**config.mk**
```make
export PLATFORM = sky130hd
export DESIGN_NAME = tio_io_glue
export DESIGN_NICKNAME = d
export VERILOG_FILES = /design/src/hdl/tio_pkg.sv /design/src/hdl/tio_sel_if.sv /design/src/hdl/tio_io_glue.sv /design/src/hdl/tio_addr_decode.sv /design/src/hdl/tio_key_sense.sv
export SDC_FILE = /design/constraint.sdc
export NUM_CORES = 1
export LEC_CHECK = 0
export BUFFER_PORTS_ARGS = -buffer_cell sky130_fd_sc_hd__buf_2
export CAP_MARGIN = 20
export CORE_UTILIZATION = 45
export CTS_CLUSTER_SIZE = 10
export DETAILED_ROUTE_END_ITERATION = 12
export GPL_TIMING_DRIVEN = 0
export PLACE_DENSITY = 0.66
export SLEW_MARGIN = 30
export SYNTH_ARGS = -nofsm -noshare
export SYNTH_HDL_FRONTEND = slang
export SYNTH_SLANG_ARGS = --single-unit
```
**constraint.sdc**
```tcl
create_clock -name clk_in -period 2.95 [get_ports clk_in]
set_clock_uncertainty 0.2 [all_clocks]
set_input_delay 0.59 -clock clk_in [delete_from_list [all_inputs] [get_ports clk_in]]
set_output_delay 0.59 -clock clk_in [all_outputs]
set_load 0.01 [all_outputs]
```
**src/hdl/tio_pkg.sv**
```systemverilog
package tio_pkg;
    localparam int ADDR_W = 16;
    localparam int DATA_W = 8;
    localparam int ROWS = 6;
    localparam int COLS = 6;
    localparam int KEYS = ROWS * COLS;

    // I/O group in address bits 7:6, register index in bits 1:0
    localparam logic [1:0] IO_GRP_PPI = 2'h0;
    localparam logic [1:0] IO_GRP_CTC = 2'h1;
    localparam logic [1:0] IO_GRP_AUX = 2'h2;
    localparam logic [1:0] REG_KEYPAD_ROW_TAPE_IN = 2'h0;
    localparam logic [1:0] REG_SEGMENT_DRIVE = 2'h1;
    localparam logic [1:0] REG_COLUMN_TAPE_OUT = 2'h2;
    localparam logic [1:0] REG_CONTROL = 2'h3;

    // Memory map of the board
    localparam logic [15:0] ROM_LO = 16'h0000;
    localparam logic [15:0] ROM_HI = 16'h07FF;
    localparam logic [15:0] EXP_LO = 16'h0800;
    localparam logic [15:0] EXP_HI = 16'h0FFF;
    localparam logic [15:0] RAM_LO = 16'h1800;
    localparam logic [15:0] RAM_HI = 16'h1FFF;

    localparam logic [7:0] CTRL_WORD_RST = 8'h00;
    localparam logic [7:0] SEG_RST = 8'h00;
    localparam logic [7:0] COL_RST = 8'h00;
    localparam logic [7:0] BUS_PULLUP = 8'hFF;

    // Field positions, and the control field width
    localparam int BIT_TAPE_IN = 7;
    localparam int BIT_FN_KEY = 6;
    localparam int BIT_TAPE_OUT = 7;
    localparam int BIT_BREAK = 6;
    localparam int CTL_IORQ = 0;
    localparam int CTL_MREQ = 1;
    localparam int CTL_RD = 2;
    localparam int CTL_WR = 3;
    localparam int CTL_M1 = 4;
    localparam int CTL_W = 5;

    // Tape file header: name, start and end, two bytes each
    localparam int HDR_BYTES = 6;

    localparam int CLK_MHZ = 200;
    localparam int NAME_HOLD_MS = 1500;
    localparam int NAME_HOLD_CYC = NAME_HOLD_MS * CLK_MHZ * 1000;
endpackage

```
**src/hdl/tio_sel_if.sv**
```systemverilog
`timescale 1ns/1ps
interface tio_sel_if;
    logic ppi_sel;
    logic ctc_sel;
    logic aux_sel;
    logic rom_sel;
    logic exp_sel;
    logic ram_sel;
    logic [1:0] reg_idx;

    modport dec (
        output ppi_sel, ctc_sel, aux_sel, rom_sel, exp_sel, ram_sel, reg_idx
    );
    modport top (
        input ppi_sel, ctc_sel, aux_sel, rom_sel, exp_sel, ram_sel, reg_idx
    );
endinterface

```
**src/hdl/tio_io_glue.sv**
```systemverilog
`timescale 1ns/1ps
module tio_io_glue #(
    parameter int NAME_HOLD_CYCLES = tio_pkg::NAME_HOLD_CYC
) (
    input wire logic clk_in,
    input wire logic rst_n_in,
    input wire logic [15:0] cpu_addr_in,
    input wire logic cpu_iorq_n_in,
    input wire logic cpu_mreq_n_in,
    input wire logic cpu_rd_n_in,
    input wire logic cpu_wr_n_in,
    input wire logic cpu_m1_n_in,
    input wire logic [7:0] cpu_data_in,
    output logic [7:0] cpu_data_out,
    output logic cpu_data_oe_out,
    output logic rom_sel_n_out,
    output logic exp_sel_n_out,
    output logic ram_sel_n_out,
    output logic counter_timer_device_sel_n_out,
    output logic aux_parallel_device_sel_n_out,
    input wire logic [35:0] keys_in,
    input wire logic fn_key_n_in,
    input wire logic recorder_output_jack_in,
    output logic recorder_input_jack_out,
    output logic speaker_out,
    output logic tone_led_on_out,
    output logic [7:0] segment_out,
    output logic [5:0] column_out,
    output logic break_ctl_out,
    input wire logic tape_save_in,
    input wire logic tape_load_in,
    input wire logic tape_byte_stb_in,
    input wire logic [7:0] tape_byte_in,
    input wire logic tape_check_clr_in,
    input wire logic tape_check_done_in,
    input wire logic [7:0] tape_check_exp_in,
    output logic tape_hdr_done_out,
    output logic tape_check_ok_out,
    output logic tape_check_err_out,
    input wire logic name_show_in,
    output logic name_hold_out
);
    typedef struct packed {
        logic [15:0] addr_s1;
        logic [15:0] addr_s2;
        logic [4:0] ctl_s1;
        logic [4:0] ctl_s2;
        logic [7:0] data_s1;
        logic [7:0] data_s2;
        logic tape_s1;
        logic tape_s2;
        logic fn_s1;
        logic fn_s2;
        logic wr_prev;
        logic [7:0] ctrl;
        logic [7:0] seg;
        logic [7:0] col;
        logic [7:0] rdata;
        logic oe;
        logic [31:0] hold_cnt;
        logic [7:0] sum;
        logic [2:0] hdr_cnt;
        logic chk_ok;
        logic chk_err;
    } tio_glue_state_t;

    tio_glue_state_t q;
    tio_glue_state_t d;
    tio_sel_if sel_if ();
    logic [5:0] rows_n;
    logic io_wr;
    logic wr_edge;
    logic io_rd;
    logic mem_rd;
    logic int_ack;
    logic ppi_rd;

    tio_addr_decode u_decode (
        .clk_in(clk_in),
        .rst_n_in(rst_n_in),
        .addr_in(q.addr_s2),
        .io_req_in(q.ctl_s2[tio_pkg::CTL_IORQ] && !q.ctl_s2[tio_pkg::CTL_M1]),
        .mem_req_in(q.ctl_s2[tio_pkg::CTL_MREQ]),
        .sel(sel_if.dec)
    );

    tio_key_sense u_keys (
        .clk_in(clk_in),
        .rst_n_in(rst_n_in),
        .keys_in(keys_in),
        .cols_in(column_out),
        .rows_n_out(rows_n)
    );

    always_comb
    begin
        io_wr = q.ctl_s2[tio_pkg::CTL_IORQ] && q.ctl_s2[tio_pkg::CTL_WR];
        wr_edge = io_wr && !q.wr_prev;
        io_rd = q.ctl_s2[tio_pkg::CTL_IORQ] && q.ctl_s2[tio_pkg::CTL_RD];
        mem_rd = q.ctl_s2[tio_pkg::CTL_MREQ] && q.ctl_s2[tio_pkg::CTL_RD];
        int_ack = q.ctl_s2[tio_pkg::CTL_IORQ] && q.ctl_s2[tio_pkg::CTL_M1];
        ppi_rd = io_rd && sel_if.ppi_sel && (sel_if.reg_idx != tio_pkg::REG_CONTROL);
    end

    always_comb
    begin
        d = q;
        // Bus pins are asynchronous to clk_in; strobes inverted to active high
        d.addr_s1 = cpu_addr_in;
        d.addr_s2 = q.addr_s1;
        d.ctl_s1 = ~{cpu_m1_n_in, cpu_wr_n_in, cpu_rd_n_in, cpu_mreq_n_in, cpu_iorq_n_in};
        d.ctl_s2 = q.ctl_s1;
        d.data_s1 = cpu_data_in;
        d.data_s2 = q.data_s1;
        d.tape_s1 = recorder_output_jack_in;
        d.tape_s2 = q.tape_s1;
        d.fn_s1 = fn_key_n_in;
        d.fn_s2 = q.fn_s1;
        d.wr_prev = io_wr;

        // Writes act once per strobe, on its leading edge
        if (wr_edge && sel_if.ppi_sel)
        begin
            case (sel_if.reg_idx)
                tio_pkg::REG_SEGMENT_DRIVE: d.seg = q.data_s2;
                tio_pkg::REG_COLUMN_TAPE_OUT: d.col = q.data_s2;
                tio_pkg::REG_CONTROL: d.ctrl = q.data_s2;
                default: d.ctrl = q.ctrl;
            endcase
        end

        d.oe = int_ack || (io_rd && !sel_if.ctc_sel && !sel_if.aux_sel) ||
               (mem_rd && !sel_if.rom_sel && !sel_if.exp_sel && !sel_if.ram_sel);
        d.rdata = tio_pkg::BUS_PULLUP;
        if (ppi_rd)
        begin
            case (sel_if.reg_idx)
                tio_pkg::REG_KEYPAD_ROW_TAPE_IN: d.rdata = {q.tape_s2, q.fn_s2, rows_n};
                tio_pkg::REG_SEGMENT_DRIVE: d.rdata = q.seg;
                tio_pkg::REG_COLUMN_TAPE_OUT: d.rdata = q.col;
                default: d.rdata = tio_pkg::BUS_PULLUP;
            endcase
        end

        if (name_show_in)
            d.hold_cnt = 32'(NAME_HOLD_CYCLES);
        else if (q.hold_cnt != 32'h0)
            d.hold_cnt = q.hold_cnt - 32'h1;

        // Clear wins over a byte in the same cycle: a new file is starting
        if (tape_check_clr_in)
        begin
            d.sum = 8'h00;
            d.hdr_cnt = 3'h0;
            d.chk_ok = 1'b0;
            d.chk_err = 1'b0;
        end
        else if (tape_byte_stb_in)
        begin
            if (q.hdr_cnt != 3'(tio_pkg::HDR_BYTES))
                d.hdr_cnt = q.hdr_cnt + 3'h1;
            else
                d.sum = q.sum + tape_byte_in;
        end

        // checksum compare
        // A result beats a clear in the same cycle, so a finished load is never lost
        if (tape_check_done_in)
        begin
            d.chk_ok = (q.sum == tape_check_exp_in);
            d.chk_err = (q.sum != tape_check_exp_in);
        end
    end

    always_ff @(posedge clk_in or negedge rst_n_in)
    begin
        if (!rst_n_in)
        begin
            q <= '0;
            q.ctrl <= tio_pkg::CTRL_WORD_RST;
            q.seg <= tio_pkg::SEG_RST;
            q.col <= tio_pkg::COL_RST;
        end
        else
            q <= d;
    end

    assign cpu_data_out = q.rdata;
    assign cpu_data_oe_out = q.oe;
    assign rom_sel_n_out = !sel_if.rom_sel;
    assign exp_sel_n_out = !sel_if.exp_sel;
    assign ram_sel_n_out = !sel_if.ram_sel;
    assign counter_timer_device_sel_n_out = !sel_if.ctc_sel;
    assign aux_parallel_device_sel_n_out = !sel_if.aux_sel;
    assign recorder_input_jack_out = q.col[tio_pkg::BIT_TAPE_OUT];
    assign speaker_out = tape_load_in ? q.tape_s2 : q.col[tio_pkg::BIT_TAPE_OUT];
    assign tone_led_on_out = !q.col[tio_pkg::BIT_TAPE_OUT];
    assign break_ctl_out = q.col[tio_pkg::BIT_BREAK];
    assign segment_out = tape_save_in ? 8'h00 : q.seg;
    assign column_out = tape_save_in ? 6'h00 : q.col[5:0];
    assign tape_hdr_done_out = (q.hdr_cnt == 3'(tio_pkg::HDR_BYTES));
    assign tape_check_ok_out = q.chk_ok;
    assign tape_check_err_out = q.chk_err;
    assign name_hold_out = (q.hold_cnt != 32'h0);

    chk_seg_write: assert property (@(posedge clk_in) disable iff (!rst_n_in)
        wr_edge && sel_if.ppi_sel && sel_if.reg_idx == 2'h1 |=> q.seg == $past(q.data_s2))
        else $error("segment write not stored");
    chk_led_tone: assert property (@(posedge clk_in) disable iff (!rst_n_in)
        !q.col[7] |-> tone_led_on_out && !recorder_input_jack_out)
        else $error("tone led not lit for bit 7 low");
    chk_pullup_ff: assert property (@(posedge clk_in) disable iff (!rst_n_in)
        int_ack |=> cpu_data_oe_out && cpu_data_out == 8'hFF)
        else $error("bus not pulled to ones on acknowledge");
    chk_port_a_bits: assert property (@(posedge clk_in) disable iff (!rst_n_in)
        ppi_rd && sel_if.reg_idx == 2'h0 |=> cpu_data_oe_out &&
        cpu_data_out[7] == $past(q.tape_s2) && cpu_data_out[6] == $past(q.fn_s2))
        else $error("input port tape or key bit wrong");
    chk_save_blank: assert property (@(posedge clk_in) disable iff (!rst_n_in)
        tape_save_in |-> segment_out == 8'h00 && column_out == 6'h00)
        else $error("display not blank while saving");
    chk_load_echo: assert property (@(posedge clk_in) disable iff (!rst_n_in)
        tape_load_in |-> speaker_out == q.tape_s2)
        else $error("tape input not echoed");
    chk_hold_name: assert property (@(posedge clk_in) disable iff (!rst_n_in)
        name_show_in |=> name_hold_out [*8])
        else $error("name hold ended early");
    chk_check_result: assert property (@(posedge clk_in) disable iff (!rst_n_in)
        tape_check_done_in |=> tape_check_ok_out != tape_check_err_out)
        else $error("check result not exclusive");
    chk_hdr_count: assert property (@(posedge clk_in) disable iff (!rst_n_in)
        tape_byte_stb_in && !tape_check_clr_in && !tape_hdr_done_out |=> $stable(q.sum))
        else $error("header byte added to check");
    chk_hdr_last: assert property (@(posedge clk_in) disable iff (!rst_n_in)
        tape_byte_stb_in && !tape_check_clr_in &&
        q.hdr_cnt == 3'(tio_pkg::HDR_BYTES - 1) |=> tape_hdr_done_out)
        else $error("header end not flagged");
    chk_sum_add: assert property (@(posedge clk_in) disable iff (!rst_n_in)
        tape_byte_stb_in && !tape_check_clr_in && tape_hdr_done_out |=>
        q.sum == 8'($past(q.sum) + $past(tape_byte_in)))
        else $error("data byte not added to check");
    chk_hold_load: assert property (@(posedge clk_in) disable iff (!rst_n_in)
        name_show_in |=>
        q.hold_cnt == 32'(NAME_HOLD_CYCLES))
        else $error("name hold not restarted");

    chk_col_write: assert property (@(posedge clk_in) disable iff (!rst_n_in)
        wr_edge && sel_if.ppi_sel && sel_if.reg_idx == tio_pkg::REG_COLUMN_TAPE_OUT |=>
        q.col == $past(q.data_s2))
        else $error("column write not stored");
    chk_in_port_ro: assert property (@(posedge clk_in) disable iff (!rst_n_in)
        wr_edge && sel_if.ppi_sel && sel_if.reg_idx == tio_pkg::REG_KEYPAD_ROW_TAPE_IN |=>
        $stable(q.seg) && $stable(q.col))
        else $error("write to input port changed an output port");
    chk_rows_read: assert property (@(posedge clk_in) disable iff (!rst_n_in)
        ppi_rd && sel_if.reg_idx == tio_pkg::REG_KEYPAD_ROW_TAPE_IN |=>
        cpu_data_out[5:0] == $past(rows_n))
        else $error("row bits not on input port");
    chk_save_tone: assert property (@(posedge clk_in) disable iff (!rst_n_in)
        tape_save_in && !tape_load_in |->
        speaker_out == recorder_input_jack_out && tone_led_on_out == !recorder_input_jack_out)
        else $error("tone not following tape out while saving");

    // Reads that nothing answers must look like the pull-ups
    chk_io_pullup: assert property (@(posedge clk_in) disable iff (!rst_n_in)
        io_rd && !sel_if.ppi_sel && !sel_if.ctc_sel && !sel_if.aux_sel |=>
        cpu_data_oe_out && cpu_data_out == tio_pkg::BUS_PULLUP)
        else $error("unanswered io read not all ones");
    chk_mem_pullup: assert property (@(posedge clk_in) disable iff (!rst_n_in)
        mem_rd && !sel_if.rom_sel && !sel_if.exp_sel && !sel_if.ram_sel |=>
        cpu_data_oe_out && cpu_data_out == tio_pkg::BUS_PULLUP)
        else $error("unmapped memory read not all ones");

    cov_seg_write: cover property (@(posedge clk_in) disable iff (!rst_n_in)
        wr_edge && sel_if.ppi_sel && sel_if.reg_idx == 2'h1);
    cov_key_read: cover property (@(posedge clk_in) disable iff (!rst_n_in)
        ppi_rd && rows_n != 6'h3F);
    cov_check_err: cover property (@(posedge clk_in) disable iff (!rst_n_in)
        tape_check_err_out);
    cov_int_ack: cover property (@(posedge clk_in) disable iff (!rst_n_in)
        int_ack ##1 cpu_data_oe_out);
    cov_name_hold: cover property (@(posedge clk_in) disable iff (!rst_n_in)
        name_show_in ##1 name_hold_out);
endmodule // tio_io_glue

```
**src/hdl/tio_addr_decode.sv**
```systemverilog
`timescale 1ns/1ps
module tio_addr_decode (
    input wire logic clk_in,
    input wire logic rst_n_in,
    input wire logic [15:0] addr_in,
    input wire logic io_req_in,
    input wire logic mem_req_in,
    tio_sel_if.dec sel
);
    logic [1:0] grp;

    function automatic logic in_range(input logic [15:0] a, input logic [15:0] lo,
                                      input logic [15:0] hi);
        in_range = (a >= lo) && (a <= hi);
    endfunction

    always_comb
    begin
        grp = addr_in[7:6];
        sel.reg_idx = addr_in[1:0];
        sel.ppi_sel = io_req_in && (grp == tio_pkg::IO_GRP_PPI);
        sel.ctc_sel = io_req_in && (grp == tio_pkg::IO_GRP_CTC);
        sel.aux_sel = io_req_in && (grp == tio_pkg::IO_GRP_AUX);
        sel.rom_sel = mem_req_in && in_range(addr_in, tio_pkg::ROM_LO, tio_pkg::ROM_HI);
        sel.exp_sel = mem_req_in && in_range(addr_in, tio_pkg::EXP_LO, tio_pkg::EXP_HI);
        sel.ram_sel = mem_req_in && in_range(addr_in, tio_pkg::RAM_LO, tio_pkg::RAM_HI);
    end

    chk_io_alias_ppi: assert property (@(posedge clk_in) disable iff (!rst_n_in)
        io_req_in && addr_in[7:6] == 2'h0 |-> sel.ppi_sel && sel.reg_idx == addr_in[1:0])
        else $error("ppi not selected on aliased address");
    chk_mem_one_sel: assert property (@(posedge clk_in) disable iff (!rst_n_in)
        $onehot0({sel.rom_sel, sel.exp_sel, sel.ram_sel}) &&
        (!sel.ram_sel || (mem_req_in && addr_in[15:11] == tio_pkg::RAM_LO[15:11])))
        else $error("memory selects overlap");
    chk_ctc_range: assert property (@(posedge clk_in) disable iff (!rst_n_in)
        sel.ctc_sel |-> io_req_in && addr_in[7:6] == 2'h1 && !sel.ppi_sel)
        else $error("counter timer selected outside its range");
    chk_aux_range: assert property (@(posedge clk_in) disable iff (!rst_n_in)
        sel.aux_sel |-> io_req_in && addr_in[7:6] == 2'h2 && !sel.ctc_sel)
        else $error("aux parallel selected outside its range");
endmodule // tio_addr_decode

```
**src/hdl/tio_key_sense.sv**
```systemverilog
`timescale 1ns/1ps
module tio_key_sense #(
    parameter int ROWS = tio_pkg::ROWS,
    parameter int COLS = tio_pkg::COLS
) (
    input wire logic clk_in,
    input wire logic rst_n_in,
    input wire logic [ROWS*COLS-1:0] keys_in,
    input wire logic [COLS-1:0] cols_in,
    output logic [ROWS-1:0] rows_n_out
);
    typedef struct packed {
        logic [ROWS*COLS-1:0] s1;
        logic [ROWS*COLS-1:0] s2;
    } tio_key_state_t;

    tio_key_state_t q;
    tio_key_state_t d;

    always_comb
    begin
        d = q;
        d.s1 = keys_in;
        d.s2 = q.s1;
    end

    always_ff @(posedge clk_in or negedge rst_n_in)
    begin
        if (!rst_n_in)
            q <= '0;
        else
            q <= d;
    end

    // Keys are switches between a column and a row; only driven columns pull rows low
    genvar r;
    generate
        for (r = 0; r < ROWS; r++)
        begin : g_row
            assign rows_n_out[r] = ~|(q.s2[r*COLS +: COLS] & cols_in);
        end
    endgenerate

    chk_rows_idle: assert property (@(posedge clk_in) disable iff (!rst_n_in)
        (cols_in == '0 || q.s2 == '0) |-> rows_n_out == '1)
        else $error("row low with no pressed key in a driven column");
endmodule // tio_key_sense

```
# == Yosys cells after proc, flatten, opt, wreduce, memory -nomap -nowiden ==
# Index checks and enable logic that the tools add are counted.
# totals
ff_bits,205
input_bits,91
out_inout_bits,36
# classes
add_sub_neg,3
n_lt_le_gt_ge,6
eq_ne,10
muxes,13
bitwise_logic,7
reduce_logical,56
# ops
cell,count
$mux W32,2
$and A6 B6 Y6,6
$reduce_or A6 Y1,6
$reduce_bool A32 Y1,1
$sub A32 B1 Y32 const B,1
$mux W8,3
$pmux W8 S3,1
$logic_and A1 B1 Y1,23
$mux W11,2
$ge A16 B1 Y1 const B,1
$ge A16 B12 Y1 const B,1
$ge A16 B13 Y1 const B,1
$le A16 B11 Y1 const B,1
$le A16 B12 Y1 const B,1
$le A16 B13 Y1 const B,1
$logic_not A1 Y1,14
$add A8 B8 Y8,1
$eq A8 B8 Y1,1
$ne A8 B8 Y1,1
$reduce_and A2 Y1,4
$reduce_bool A2 Y1,4
$mux W6,1
$not A5 Y5,1
$eq A2 B1 Y1 const B,2
10 further kinds,15

# == Longest topological paths before layout ==
# logic_depth
ltp_word,8
mapped_depth,9
depth_no_buf,7

# == By module ==
# Synthesis repeated with hierarchy kept, for this count alone.
# hier_totals
cells_unflattened,584
hier_area_um2,7682.4
# modules_own_cells
mod,n_inst,cells_per_inst,area_per_inst_um2,seq_area_each_um2
tio_io_glue,1,477,5625.4,3328.2
tio_key_sense,1,96,1974.4,1801.7
tio_addr_decode,1,11,82.6,0.0

# == Least setup slack after synthesis ==
# No wires, ideal clock.
# synth_path
path_kind,reg-to-output
from,reg q[35] (netlist name)
to,out name_hold_out
arrival_time_ps,2129
setup_slack_ps,31
path_stages_with_launch,5
path_cell_list,dfrtp_1 > or4_4 > or4_4 > buf_6 > or4_1
# synth_via
elab_chain_cells,1
# synth_rtl
item,line,source
from (decl),tio_io_glue.sv:67,tio_glue_state_t q;
$reduce_bool A32 Y1,tio_io_glue.sv:204,assign name_hold_out = (q.hold_cnt != 32'h0);
to (decl),tio_io_glue.sv:41,output logic name_hold_out
# No other way between the ends.

# == Final worst setup path ==
# layout_path
from,reg q[39] (netlist name)
to,out name_hold_out
# The elaborated chain is that of the path after synthesis.

==> summary.txt <==
Timing
  – Slew of the pin with the lowest slew margin: 0.646 ns
  – Setup violators final: 1
  – Highest Clock Rate: 300 MHz
  – Max-slew violations: 0
  – Worst slack on hold paths: 0.0644 ns
  – Hold violation count in the final report: 0
  – Headroom to the max-slew limit: 0.566
  – Min Tclk post-route: 3.33 ns
  – Final critical-path setup slack: -0.382 ns
  – Fraction of the cycle the final worst path needs: 1.13
  – Setup repair after global routing missed its margin: yes
  – Total negative slack: -0.382 ns

Worst setup path
  – Critical-path cell list: or4_4 -> or4_4 -> or4_4 -> buf_6
  – Cell seen most often among critical-path stages: or4_4
  – Worst-path cell with the longest stage delay: or4_4
  – Crit-path max cell delay: 0.55 ns
  – Type of the worst setup path: reg -> out
  – Buffers & Inverters on Critical Path: 1
  – Top cell family by delay on the critical path: simple AND/OR/NAND/NOR gates
  – Data arrival, critical path: 2.54 ns
  – Largest driver fanout on the critical path: 2
  – Internal reg-to-reg setup slack: 0.09 ns
  – Startpoint type of the worst setup path: register
  – Type of destination of the critical path: output port
  – Required @ worst endpoint: 2.16 ns

Detailed routing
  – Met2 Wirelength: 7.44 mm
  – Post-route ant nets: 0
  – Routed length on met3: 717 um
  – Detailed-route wire length on metal 1: 6.59 mm
  – Remaining DRCs: 0
  – DR top layer: met5
  – Average wire per cell in the routed design: 16.2 um
  – Number of DRC violations after detailed-routing iteration 0: 264
  – Total iterations of the first detailed-routing run: 5
  – Vias after detailed routing: 4800
  – Total Routed Length: 14.9 mm
  – Via density per instance: 5.20

Run status
  – Violations in the final reports: setup timing
  – Run status: complete, but fails checks

Power and ir drop
  – Switching power summed over all nets: 1.35 mW
  – Proportion of power drawn by the clock network: 0.420
  – Pwr Density: 647 nW/um2
  – Logic gate share of total power: 0.082
  – Flop pwr share: 0.498
  – Fraction of power spent switching nets: 0.236
  – IR drop worst, VDD: 0.000470 V
  – Leakage power total: 3.96 nW
  – Internal Power: 4.36 mW

Clock network
  – Buffer depth of the longest clock path: 2
  – Skew-Pair Late Insertion Delay: 0.42 ns
  – Max H-tree Level: 4
  – Clock Root Buffer: clkbuf_16
  – TritonCTS clock tree: built
  – Clock sink count: 191
  – Clock-pin slew of the registers on the worst-case setup and hold paths: 0.07 ns
  – Clock buffer count from CTS: 17

Global routing
  – Total Routing Usage GR: 0.192
  – Vias in the first global route: 4862
  – Initial antenna violation count: 1
  – Wire length of the first global-routing pass: 23.9 mm
  – Leftover overflow at the end of global routing: 0
  – Pin count of the biggest net entering global routing: 91

Cells and area
  – Fraction of final layout cells with drive strength greater than 1: 0.292
  – Net total in the final layout: 801
  – Number of inserted filler cells in the final layout: 1299
  – Area growth from synthesis to final layout: 22.6%
  – ANT cells: 0
  – End-of-flow core utilization: 0.572

Floorplanning
  – Ports: 127
  – Die Footprint: 16500 um2
  – Y dimension of the die: 128 um
  – Core Footprint: 15400 um2
  – Initial Utilization: 0.466
  – Chip width: 128 um
  – Placement Rows: 45

Yosys
  – Share of the synthesized area in the top cell type: 0.664
  – Post-synthesis instance area: 7200 um2
  – Cell taking the most area after synthesis: dfrtp_1
  – Predominant post-synthesis flop cell: dfrtp_1
  – Count of different cell masters after synthesis: 54
  – Synth Area per Inst: 13.0 um2
  – Cells taking the most area after synthesis: dfrtp_1 (66%), mux2_2 (2.5%), a22oi_1 (1.9%)
  – Synth warn: 0
  – Instance count of the mapped netlist: 553
  – Async set-reset flop share out of synthesis: 1.00
  – Sequential element share of the synthesized area: 0.664
  – Net count of the mapped netlist: 655
  – Count of state elements after synthesis: 191
  – Count of flip-flops with a built-in enable after synthesis: 0

Run
  – Number of maximum-capacitance constraint violations: 0

Place
  – Routability Congestion: 0.826
  – Number of buffers added on ports: 118
  – HPWL reported at the end of detailed placement: 10.1 mm

Worst hold path
  – Worst Hold Class: in -> reg
## Yosys cell counts (3+ instances only)
master and instances:
nor3_1 6, nand2_1 21, xor2_1 11, dfrtp_1 191, nor4_1 10, inv_1 13, or4_4 5, a31oi_1 10
nand3_1 17, xnor2_1 11, a211o_1 3, mux2_2 16, a21oi_1 22, or3_1 11, o31ai_1 10, a21o_1 5
a22oi_1 18, o21ai_0 17, and3_1 3, o211ai_1 3, clkbuf_1 18, nor2b_1 17, ha_1 10, a221oi_1 5
buf_4 8, nor2_1 30, or2_2 5, or4_1 14, a211oi_1 3, nand4_1 5
## stage by stage
step	std cells	power [mW]	setup WS (ns)	instance area, um2
4_1_cts	921	5.78	-0.404	8790
2_1_floorplan	553	3.14	0.0310	7200
5_1_grt	923	5.96	-0.459	8820
6_report	923	5.71	-0.382	8820
3_5_place_dp	884	3.37	-0.126	8120
3_3_place_gp	882	3.34	-1.82	8050
## power by group through the flow
| stage | logic [mW] | clock network, mW | registers, mW |
|---|---|---|---|
| 2_1_floorplan | 0.267 | 0 | 2.87 |
| 3_3_place_gp | 0.451 | 0 | 2.88 |
| 3_5_place_dp | 0.474 | 0 | 2.89 |
| 4_1_cts | 0.481 | 2.46 | 2.84 |
| 5_1_grt | 0.528 | 2.57 | 2.86 |
| 6_report | 0.470 | 2.40 | 2.84 |
## cells by family (layout without fill, tap and decap cells)
group | Yosys count | after routing | synth area share
buffers and inverters | 42 | 201 | 0.0283
adders and majority gates | 11 | 11 | 0.0202
DFF | 191 | 191 | 0.664
AOI/OAI and AO/OA | 112 | 112 | 0.106
and+or+nand+nor | 157 | 157 | 0.127
xor gates and xnor gates | 22 | 22 | 0.0268
muxes | 18 | 18 | 0.0278
## worst reg2reg max path, stage by stage (launching register included)
cell and delay (ns):
dfrtp_1 0.41, inv_1 0.07, ha_1 0.16, or3b_2 0.54
nand4b_1 0.26, buf_4 0.18, buf_4 0.14, o211ai_4 0.22
buf_6 0.19, nor3_2 0.04, or3b_1 0.34
## flip-flops by register name (all words and copies together), names as in the netlist
signal / count
q: 82
tape_check_err_out: 1
cpu_data_out: 8
cpu_data_oe_out: 1
d: 24
u_keys.d: 36
recorder_input_jack_out: 1
break_ctl_out: 1
u_keys.q: 36
tape_check_ok_out: 1
## final cells by class
class                      instances  area, um2  area share
tap                              211        264      0.0299
buffer                            27        141      0.0160
inverter                          13       48.8     0.00553
clock buffer                      19        453      0.0513
clock inverter                    13        175      0.0199
sequential                       191       4780       0.542
timing repair buffer             129        732      0.0830
multi-input combinational        320       2230       0.252
## metal layers
metal | global-route usage | vias to the layer above
met4 | 0.0678 | 2
met5 | 0 | -
met2 | 0.323 | 113
li1 | - | 2287
met3 | 0.0553 | 17
met1 | 0.237 | 2381
## worst paths after layout
| kind | cells past startpoint | to | start |
|---|---|---|---|
| worst max-delay path | 4 | name_hold_out | q[39] |
| worst min-delay path | 1 | d[123] | cpu_addr_in[14] |
| worst max register to register | 10 | q[26] | q[13] |
| worst min register to register | 0 | u_keys.q[4] | u_keys.d[4] |
| max in group asynchronous | 3 | q[34] | rst_n_in |
| min in group asynchronous | 2 | u_keys.d[5] | rst_n_in |
## repair_timing
action	in CTS	in global routing
endpoints found under the setup margin	4	12
cloned	0	0
endpoints found under the hold margin	13	0
setup buffers	5	3
pin swaps	3	1
hold buffers	1	0
resized for setup	2	4
## layout by cell type, fill, tap and decap left out, types with 9 or more instances in the layout
cell type  count
clkbuf_16     17
xor2_1        11
nor2_1        30
dfrtp_1      190
a22oi_1       18
nor2b_1       17
a31oi_1       10
inv_1         13
clkbuf_1      16
buf_2        117
nand3_1       17
nand2_1       21
buf_4         16
ha_1          10
o31ai_1       10
mux2_2        16
o21ai_0       17
or3_1         10
or4_1         13
a21oi_1       22
xnor2_1       11
nor4_1         9
No activity file was read; power rests on OpenSTA's default activity.
